<file path="src/rtl/tdt_pkg.sv">
package tdt_pkg;
    // register addresses
    localparam logic [7:0] TDT_ADDR_TRANS_SRC = 8'h1E;
    localparam logic [7:0] TDT_ADDR_THS = 8'h1F;
    localparam logic [7:0] TDT_ADDR_COUNT = 8'h20;
    localparam logic [7:0] TDT_ADDR_TAP_CFG = 8'h21;
    localparam logic [7:0] TDT_ADDR_TAP_SRC = 8'h22;
    // reset values
    localparam logic [7:0] TDT_RST_THS = 8'h00;
    localparam logic [7:0] TDT_RST_COUNT = 8'h00;
    localparam logic [7:0] TDT_RST_TAP_CFG = 8'h00;
    // threshold register fields
    localparam int TDT_THS_MODE_BIT = 7;
    localparam int TDT_THS_MSB = 6;
    // tap configuration fields
    localparam int TDT_TAP_ABORT_BIT = 7;
    localparam int TDT_TAP_LATCH_BIT = 6;
    // source register fields
    localparam int TDT_TSRC_EA_BIT = 6;
    localparam int TDT_TAP_EA_BIT = 7;
    localparam int TDT_TAP_DPE_BIT = 3;
    // sample words are 12-bit at 8 g full scale; threshold lsb is 16 data lsb
    localparam int TDT_DATA_W = 12;
    localparam int TDT_THS_SHIFT = 4;
    localparam logic [7:0] TDT_CNT_MAX = 8'hFF;
endpackage : tdt_pkg

</file>
<file path="src/rtl/tdt_sync.sv">
module tdt_sync
    import tdt_pkg::*;
#(
    parameter int WIDTH = 1
) (
    input wire logic CLOCK,
    input wire logic RST_B,
    input wire logic [WIDTH-1:0] ASYNC_IN,
    output logic [WIDTH-1:0] SYNC_OUT
);
    typedef struct packed {
        logic [WIDTH-1:0] s1;
        logic [WIDTH-1:0] s2;
    } tdt_sync_state_t;

    tdt_sync_state_t st_q;
    tdt_sync_state_t st_d;

    // two-stage shift; only the second stage is visible outside
    always_comb begin
        st_d = st_q;
        st_d.s1 = ASYNC_IN;
        st_d.s2 = st_q.s1;
    end

    always_ff @(posedge CLOCK or negedge RST_B) begin
        if (!RST_B) begin
            st_q <= '0;
        end else begin
            st_q <= st_d;
        end
    end

    assign SYNC_OUT = st_q.s2;
endmodule : tdt_sync

</file>
<file path="src/rtl/tdt_top.sv">
// What this block does
// - compare filtered magnitude to threshold; flag event, interrupt only when enabled.
// - threshold is seven unsigned bits 6..0, always on an 8 g scale.
// - mode bit 7: failing sample decrements (0) or clears (1); passing increments.
// - event only once debounce count reaches the eight-bit programmed value; resets zero.
// - one debounce count lasts one sample step set by rate and oversampling.
// - six tap enables, single and double per axis; zero blocks the flag.
// - with tap latch bit 6 set, tap flags hold until the source read.
// - abort bit 7 set suspends double tap if tap starts and ends in latency.
// - abort bit clear keeps double-tap detection going through latency taps.
// - transient active flag set while latched freezes other transient status bits.
module tdt_top
    import tdt_pkg::*;
(
    input wire logic CLOCK,
    input wire logic RST_B,
    input wire logic [7:0] REG_ADDR,
    input wire logic [7:0] REG_WDATA,
    input wire logic REG_WR,
    input wire logic REG_RD,
    output logic [7:0] REG_RDATA,
    input wire logic SAMPLE_CLK,
    input wire logic [TDT_DATA_W-1:0] HPF_X,
    input wire logic [TDT_DATA_W-1:0] HPF_Y,
    input wire logic [TDT_DATA_W-1:0] HPF_Z,
    input wire logic [2:0] TAP_SINGLE,
    input wire logic [2:0] TAP_DOUBLE,
    input wire logic [2:0] TAP_POL,
    input wire logic TAP_LAT_ACTIVE,
    input wire logic TAP_PULSE_START,
    input wire logic TAP_PULSE_END,
    input wire logic [2:0] TRANS_AXIS_EN,
    input wire logic TRANS_LATCH_EN,
    input wire logic TRANS_INT_EN,
    output logic TRANS_EVENT,
    output logic TRANS_INT,
    output logic TAP_EVENT
);
    localparam int SW = 3 * TDT_DATA_W + 12;

    typedef struct packed {
        logic clk_prev;
        logic [7:0] ths;
        logic [7:0] count_cfg;
        logic [7:0] tap_cfg;
        logic [7:0] deb;
        logic [6:0] tsrc;
        logic [7:0] tsrc_tap;
        logic lat_start;
        logic dt_susp;
        logic [7:0] rdata;
        logic trans_ev;
    } tdt_state_t;

    tdt_state_t st_q;
    tdt_state_t st_d;

    logic sclk_s;
    logic [SW-1:0] smp_s;
    logic [TDT_DATA_W-1:0] ax [3];
    logic [2:0] tap_single_s;
    logic [2:0] tap_double_s;
    logic [2:0] tap_pol_s;
    logic lat_s;
    logic pstart_s;
    logic pend_s;

    // sample clock and everything made on it pass two flops first
    tdt_sync #(.WIDTH(1)) u_clk_sync (
        .CLOCK(CLOCK),
        .RST_B(RST_B),
        .ASYNC_IN(SAMPLE_CLK),
        .SYNC_OUT(sclk_s)
    );

    tdt_sync #(.WIDTH(SW)) u_smp_sync (
        .CLOCK(CLOCK),
        .RST_B(RST_B),
        .ASYNC_IN({HPF_X, HPF_Y, HPF_Z, TAP_SINGLE, TAP_DOUBLE, TAP_POL,
                   TAP_LAT_ACTIVE, TAP_PULSE_START, TAP_PULSE_END}),
        .SYNC_OUT(smp_s)
    );

    // unpack synchronised sample word
    assign ax[0] = smp_s[SW-1 -: TDT_DATA_W];
    assign ax[1] = smp_s[SW-1-TDT_DATA_W -: TDT_DATA_W];
    assign ax[2] = smp_s[SW-1-2*TDT_DATA_W -: TDT_DATA_W];
    assign tap_single_s = smp_s[11:9];
    assign tap_double_s = smp_s[8:6];
    assign tap_pol_s = smp_s[5:3];
    assign lat_s = smp_s[2];
    assign pstart_s = smp_s[1];
    assign pend_s = smp_s[0];

    always_comb begin
        logic step;
        logic [2:0] over;
        logic [2:0] pol;
        logic cond;
        logic [TDT_DATA_W-1:0] mag;
        logic [7:0] mag8;
        logic [7:0] cnt;
        logic tev;
        logic [2:0] tap_ax;
        logic dbl;
        logic tap_any;
        logic rd_tsrc;
        logic rd_tap;
        logic [7:0] tap_new;
        step = 1'b0;
        over = '0;
        pol = '0;
        cond = 1'b0;
        mag = '0;
        mag8 = '0;
        cnt = '0;
        tev = 1'b0;
        tap_ax = '0;
        dbl = 1'b0;
        tap_any = 1'b0;
        tap_new = '0;
        rd_tsrc = 1'b0;
        rd_tap = 1'b0;
        st_d = st_q;
        st_d.clk_prev = sclk_s;
        st_d.trans_ev = 1'b0;
        // one debounce step per rising edge of the sample clock
        step = sclk_s && !st_q.clk_prev;
        rd_tsrc = REG_RD && (REG_ADDR == TDT_ADDR_TRANS_SRC);
        rd_tap = REG_RD && (REG_ADDR == TDT_ADDR_TAP_SRC);

        // magnitude per axis on the fixed 8 g scale against the threshold
        for (int i = 0; i < 3; i++) begin
            mag = ax[i][TDT_DATA_W-1] ? (~ax[i] + 1'b1) : ax[i];
            // keep the top bit so a full-scale negative sample is not seen as zero
            mag8 = mag[TDT_DATA_W-1:TDT_THS_SHIFT];
            pol[i] = ax[i][TDT_DATA_W-1];
            over[i] = TRANS_AXIS_EN[i] && (mag8 > {1'b0, st_q.ths[TDT_THS_MSB:0]});
        end
        cond = |over;

        // debounce counter: saturating up, down or clear on a miss
        cnt = st_q.deb;
        if (cond) begin
            cnt = (st_q.deb == TDT_CNT_MAX) ? TDT_CNT_MAX : st_q.deb + 8'h01;
        end else if (st_q.ths[TDT_THS_MODE_BIT]) begin
            cnt = '0;
        end else if (st_q.deb != 8'h00) begin
            cnt = st_q.deb - 8'h01;
        end
        tev = step && cond && (cnt >= st_q.count_cfg);
        if (step) begin
            st_d.deb = cnt;
        end
        if (TRANS_AXIS_EN == 3'b000) begin
            st_d.deb = '0;
        end
        st_d.trans_ev = tev;

        // transient source: latched freeze while active, else per sample
        if (TRANS_LATCH_EN) begin
            if (rd_tsrc) begin
                st_d.tsrc = '0;
            end
            if (tev && (!st_q.tsrc[TDT_TSRC_EA_BIT] || rd_tsrc)) begin
                st_d.tsrc = {1'b1, over[2], pol[2], over[1], pol[1], over[0], pol[0]};
            end
        end else if (step) begin
            st_d.tsrc = tev ? {1'b1, over[2], pol[2], over[1], pol[1], over[0], pol[0]} : '0;
        end else if (rd_tsrc) begin
            st_d.tsrc = '0;
        end

        // double-tap abort: start and end both inside the latency window
        if (!lat_s || !st_q.tap_cfg[TDT_TAP_ABORT_BIT]) begin
            st_d.lat_start = 1'b0;
            st_d.dt_susp = 1'b0;
        end else if (step) begin
            if (pstart_s) begin
                st_d.lat_start = 1'b1;
            end
            if (pend_s && (st_q.lat_start || pstart_s)) begin
                st_d.dt_susp = 1'b1;
            end
        end

        // per-axis tap flags gated by the six enables
        for (int i = 0; i < 3; i++) begin
            tap_ax[i] = (tap_single_s[i] && st_q.tap_cfg[2*i]) ||
                        (tap_double_s[i] && st_q.tap_cfg[2*i+1] && !st_q.dt_susp);
            dbl = dbl || (tap_double_s[i] && st_q.tap_cfg[2*i+1] && !st_q.dt_susp);
        end
        tap_any = step && (|tap_ax);
        tap_new = {1'b1, tap_ax[2], tap_ax[1], tap_ax[0], dbl, tap_pol_s & tap_ax};
        if (st_q.tap_cfg[TDT_TAP_LATCH_BIT]) begin
            if (rd_tap) begin
                st_d.tsrc_tap = '0;
            end
            if (tap_any && (!st_q.tsrc_tap[TDT_TAP_EA_BIT] || rd_tap)) begin
                st_d.tsrc_tap = tap_new;
            end
        end else if (step) begin
            st_d.tsrc_tap = tap_any ? tap_new : '0;
        end else if (rd_tap) begin
            st_d.tsrc_tap = '0;
        end

        // register writes; rewriting the count clears the counter
        if (REG_WR) begin
            case (REG_ADDR)
                TDT_ADDR_THS: st_d.ths = REG_WDATA;
                TDT_ADDR_COUNT: begin
                    st_d.count_cfg = REG_WDATA;
                    st_d.deb = '0;
                end
                TDT_ADDR_TAP_CFG: st_d.tap_cfg = REG_WDATA;
                default: st_d.ths = st_q.ths;
            endcase
        end

        // register read data, valid the cycle after the read strobe
        if (REG_RD) begin
            case (REG_ADDR)
                TDT_ADDR_TRANS_SRC: st_d.rdata = {1'b0, st_q.tsrc};
                TDT_ADDR_THS: st_d.rdata = st_q.ths;
                TDT_ADDR_COUNT: st_d.rdata = st_q.count_cfg;
                TDT_ADDR_TAP_CFG: st_d.rdata = st_q.tap_cfg;
                TDT_ADDR_TAP_SRC: st_d.rdata = st_q.tsrc_tap;
                default: st_d.rdata = 8'h00;
            endcase
        end
    end

    always_ff @(posedge CLOCK or negedge RST_B) begin
        if (!RST_B) begin
            st_q <= '0;
            st_q.ths <= TDT_RST_THS;
            st_q.count_cfg <= TDT_RST_COUNT;
            st_q.tap_cfg <= TDT_RST_TAP_CFG;
        end else begin
            st_q <= st_d;
        end
    end

    assign REG_RDATA = st_q.rdata;
    assign TRANS_EVENT = st_q.trans_ev;
    // interrupt follows the active flag only when enabled
    assign TRANS_INT = st_q.tsrc[TDT_TSRC_EA_BIT] && TRANS_INT_EN;
    assign TAP_EVENT = st_q.tsrc_tap[TDT_TAP_EA_BIT];
endmodule : tdt_top

</file>
<file path="config.mk">
export PLATFORM = sky130hd
export DESIGN_NAME = tdt_top
export DESIGN_NICKNAME = d
export VERILOG_FILES = /design/src/rtl/tdt_pkg.sv /design/src/rtl/tdt_sync.sv /design/src/rtl/tdt_top.sv
export SDC_FILE = /design/constraint.sdc
export NUM_CORES = 1
export LEC_CHECK = 0
export BUFFER_PORTS_ARGS = -buffer_cell sky130_fd_sc_hd__buf_2
export CORE_ASPECT_RATIO = 2
export CORE_MARGIN = 2
export CORE_UTILIZATION = 58
export CTS_CLUSTER_DIAMETER = 40
export CTS_CLUSTER_SIZE = 24
export DETAILED_ROUTE_END_ITERATION = 10
export PLACE_DENSITY = 0.89
export SETUP_SLACK_MARGIN = 0.15
export SLEW_MARGIN = 5
export SYNTH_ARGS = -nofsm -noshare
export SYNTH_HDL_FRONTEND = slang
export SYNTH_SLANG_ARGS = --single-unit
export TNS_END_PERCENT = 20
</file>
<file path="constraint.sdc">
create_clock -name CLOCK -period 7.7 [get_ports CLOCK]
set_input_delay 1.54 -clock CLOCK [delete_from_list [all_inputs] [get_ports CLOCK]]
set_output_delay 1.54 -clock CLOCK [all_outputs]
set_load 0.02 [all_outputs]
</file>
# --- Word level (Yosys, flattened, before mapping) ---
# Index checks and enable logic that the tools add are counted.
totals:
  out_inout_bits: 11
  reg_bits: 157
  elab_cells: 109
  input_bits: 74
op_classes:
  order_cmp: 4
  bitwise: 4
  mux: 26
  addsub: 5
  reduce_logical: 49
  eq_ne: 6
ops:
  columns: ["cell", "n"]
  rows:
  - ["$mux 8", 13]
  - ["$pmux 8 s5", 1]
  - ["$add 12x1->12 const B", 3]
  - ["$mux 12", 3]
  - ["$not 12->12", 3]
  - ["$mux 7", 5]
  - ["$eq 8x6->1 const B", 3]
  - ["$gt 8x7->1", 3]
  - ["$logic_and 1x1->1", 22]
  - ["$eq 8x5->1 const B", 2]
  - ["$reduce_and 2->1", 5]
  - ["$logic_or 1x1->1", 9]
  - ["$add 8x1->8 const B", 1]
  - ["$eq 8x8->1 const B", 1]
  - ["$ge 8x8->1", 1]
  - ["$reduce_bool 8->1", 1]
  - ["$sub 8x1->8 const B", 1]
  - ["$logic_not 1->1", 6]
  - ["$reduce_bool 2->1", 3]
  - ["$reduce_or 3->1", 2]
  - ["$mux 2", 2]
  - ["$and 3x3->3", 1]
  - ["$logic_not 3->1", 1]
  - ["$mux 1", 2]

# --- Longest topological paths before layout ---
logic_depth:
  ltp_word: 12
  mapped_depth: 23
  ltp_nobuf: 21

# --- By module ---
# From an unflattened synthesis, not the netlist that was laid out.
unflattened:
  cells_unflattened: 581
  area_unflattened_um2: 6779.0
modules_own_cells:
  columns: ["mod", "area_per_inst_um2", "cells_each", "seq_area_each_um2", "instances"]
  rows:
  - ["tdt_top", 4326.6, 483, 1476.4, 1]
  - ["tdt_sync at u_smp_sync", 2402.3, 96, 2402.3, 1]
  - ["tdt_sync at u_clk_sync", 50.0, 2, 50.0, 1]

# --- Worst setup path before layout ---
# Ideal clock, no wire load.
synth_timing:
  kind: "flip-flop to flip-flop"
  start: "reg u_smp_sync.st_q (netlist bit u_smp_sync.SYNC_OUT[15])"
  end: "reg st_q[20] (netlist bit)"
  setup_ns: 0.121
  path_buffers: 1
  arrival_ns: 5.354
  required_ns: 7.579
  path_stages_with_launch: 22
  synth_period_minus_slack_ns: 5.475
  slack_ns: 2.225
  cell_sequence: "dfrtp_1 -> or4_4 -> or4_4 -> o31ai_1 -> xnor2_1 -> ha_1 -> a21o_1 -> a221oi_1 -> a21oi_1 -> nor4b_1 -> nand2_1 -> buf_2 -> o21ai_0 -> o2bb2ai_1 -> ha_1 -> nand2b_1 -> a21o_1 -> a211oi_1 -> o21ai_0 -> and2_1 -> a22o_1 -> a22o_1"
synth_rtl:
  columns: ["item", "line_no", "text"]
  rows:
  - ["start, declared", "tdt_sync.sv:16", "tdt_sync_state_t st_q;"]
  - ["start signal, assigned", "tdt_sync.sv:30", "st_q <= st_d;"]
  - ["end signal, assigned", "tdt_top.sv:241", "st_q <= st_d;"]
  - ["end, declared", "tdt_top.sv:55", "tdt_state_t st_q;"]

==> summary.txt <==
Run status
  – Status: completed

Logic synthesis
  – Most frequent cell after synthesis: dfrtp_1
  – Post-synth EDFFs: 0
  – Largest cells by area after synthesis: dfrtp_1 (57%), ha_1 (5.8%), nand2_1 (3.3%)
  – Post-Syn Nets: 712
  – Area share of the largest cell type after synthesis: between 50% and 60%
  – Yosys reg bits: 157
  – Seq/Total Area, Yosys: 56.83%
  – Post-synth top area cell: dfrtp_1
  – Ys async rst share: 100.0%
  – Ys flop type: dfrtp_1
  – Syn_area_per_cell: 11.41 µm²
  – Netlist Area Pre-Place: about 6900 µm²
  – Yosys Warn Count: 0
  – List of most frequent post-synthesis cells: dfrtp_1 (157), nand2_1 (60), o21ai_0 (41), ha_1 (32), nor2_1 (25)
  – Netlist cell types: 61
  – Mapped Cells: just over 600

Critical path
  – Flop2flop setup slack: approximately 1.7 ns
  – Crit path capture type: register
  – Worst Path Arrival: around 6.3 ns
  – Depth of the most critical reg-to-reg path: 20
  – Crit path required time: about 8 ns
  – Type of origin of the critical path: register
  – Crit path kind: reg2reg
  – Worst Path Max Fanout: 6

Hold path
  – Worst Hold Path Cells: 0
  – Hold WC Path Type: reg2reg

Pwr
  – Switching part of the total: 28.30%
  – Clock power share: a little over two fifths
  – Combinational share of power: 14.6%
  – Total power: about 2.1 mW
  – Worst IR drop on VDD: 0.0002877 V
  – P_leak: approximately 3.8 nW
  – Seq pwr share: about 44%
  – Power Internal: 1.526 mW
  – Sw power: 0.6024 mW
  – Pwr per Cell Area: between 200 and 300 nW/µm²

Clock network
  – Skew-Pair Late Insertion Delay: about 0.42 ns
  – Clock sink count: approximately 160
  – Post-CTS sizing: 0
  – CTS hold repair buffers: 0
  – CTS buffer count: 17
  – Worst-path clk slew: roughly 0.07 ns
  – # Post-CTS Setup Buffers: 0
  – CTS tree: done
  – Clock root cell: clkbuf_16
  – H-tree depth: 4
  – Buffers from clock root to sink, at most: 2

Routing
  – Iteration-0 DRC Markers: 395
  – Post-route ant nets: 0
  – WL per Instance: 20.60 µm
  – Via Count: ~5200
  – First drt pass iteration count: 5
  – Total wire length: 17330 µm
  – Post-route DRC: 0
  – Vias/cell: approximately 6.2

Timing
  – Worst-margin pin slew: between 1 and 1.5 ns
  – Count of final setup violators: 0
  – Final period util: 78.12%
  – Unrepaired setup endpoints after global routing: no
  – Fmax achieved: ~170 MHz
  – Max Clock Skew: 0.009902 ns
  – Final Slew Violations: 0
  – Slew headroom: approximately 29%
  – Setup tns final: 0 ns
  – Post-layout minimum cycle time: between 6 and 7 ns
  – Final Hold Fails: 0

Cells and area
  – Share of layout cells above drive strength 1: a little over a fifth
  – Nets@finish: between 700 and 800
  – Fillers: 857
  – P&R area growth vs syn: 16.07%
  – Register area: a little under 4000 µm²
  – Final Cell Area: 8024 µm²
  – Multi-input logic area: 2756 µm²

Floorplanning
  – Die area: 12860 µm²
  – Die height: between 150 and 200 µm
  – FP Rows: 56
  – Starting Density: between 50% and 60%
  – Die X: 81.20 µm
  – Core ar.: ~12000 µm²
  – IO Count: between 80 and 90

Placed design
  – Area after DPL: ~7400 µm²
  – Placer's final routability congestion estimate: ~0.97
  – DP HPWL: 12460 µm
  – I/O Buffers: 84

GRT
  – Total GRT Usage: just under 30%
  – Overflow after GRT: 0
  – Antenna violations before repair: 1
  – Largest net degree at the start of global routing: 83
  – Vias in the first global route: between 5000 and 6000
  – First-pass GRT wire length: roughly 27000 µm

Run
  – Max cap viols: 0
[kinds of logic (layout without fill, tap and decap cells)]
logic type	count (synthesis)	count (layout)	synth area share (%)
xor+xnor	23	23	2.914
other cells	0	1	0
buf+inv	51	140	3.330
fa+ha+maj	32	32	5.792
mux	29	29	4.525
flops	157	157	56.83
simple gates	180	180	13.54
compound gates	134	134	13.07
[state kept, by name (all words and copies together) (netlist names)]
register,flops
st_q,49
u_smp_sync.SYNC_OUT,48
u_smp_sync.st_d,48
REG_RDATA,8
TAP_EVENT,1
TRANS_EVENT,1
u_clk_sync.SYNC_OUT,1
u_clk_sync.st_d,1
[cell type report]
class	count	share of cell area [%]
clock inverter	14	2.464
antenna	1	0.03119
multi-input combinational	398	34.35
timing repair buffer	87	5.598
clock buffer	18	5.349
tap	145	2.261
inverter	21	0.9824
sequential	157	48.96
[metal layers]
metal | routed length (µm) | up-vias | global-route usage [%]
li1 | - | 2314 | -
met1 | 5900 | 2527 | 29.47
met2 | 9117 | 270 | 49.59
met5 | 0 | - | 0
met4 | 1397 | 0 | 24.21
met3 | 911 | 90 | 5.612
[metrics by stage]
stage               utilization (%)  setup slack (ns)  cells  hold WS, ns
floorplan                         -             2.225    606       0.3312
global placement              63.20             2.055    808       0.3317
detailed placement            63.20             1.833    808       0.3347
CTS                           68.55             1.742    840       0.3488
global route                  68.57             1.261    841       0.3505
finish                        68.57             1.685    841       0.3436
[worst paths after layout]
path	start	end
min reg2reg	u_smp_sync.st_d[40]	u_smp_sync.SYNC_OUT[40]
min in group asynchronous	RST_B	u_smp_sync.st_d[2]
max	u_smp_sync.SYNC_OUT[15]	st_q[20]
max in group asynchronous	RST_B	u_smp_sync.st_d[43]
max reg2reg	u_smp_sync.SYNC_OUT[15]	st_q[20]
min	u_smp_sync.st_d[40]	u_smp_sync.SYNC_OUT[40]
[critical path, cell delays in order, from the launching register on]
cell,delay [ns]
dfrtp_1,0.37
or4_4,0.56
or4_4,0.49
o31ai_1,0.30
xnor2_1,0.16
ha_1,0.27
a21o_1,0.17
a221oi_1,0.33
a21oi_1,0.15
or4b_1,0.71
o21ai_0,0.39
o21ai_0,0.20
o2bb2ai_1,0.17
ha_1,0.28
nand2b_1,0.14
a21o_1,0.18
a211oi_1,0.24
o21ai_0,0.14
and2_1,0.20
a22o_1,0.25
a22o_1,0.19
[cell usage in the layout (no fill, tap or decap), types with 11 or more instances in the layout]
master,count
nand3_1,17
nor3_1,15
inv_1,21
mux2i_1,11
mux2_2,18
xnor2_1,19
clkbuf_16,17
a221oi_1,12
dfrtp_1,157
ha_1,32
o21ai_0,41
a21oi_1,22
nand2_1,60
nor2_1,25
buf_2,83
[power groups by stage]
stage	Clock, mW	Combinational (mW)	Sequential [mW]
4_1_cts	0.895	0.309	0.927
5_1_grt	0.929	0.346	0.935
3_5_place_dp	0	0.305	0.941
6_report	0.888	0.312	0.929
3_3_place_gp	0	0.297	0.938
2_1_floorplan	0	0.216	0.918
No activity file was read; power rests on OpenSTA's default activity.
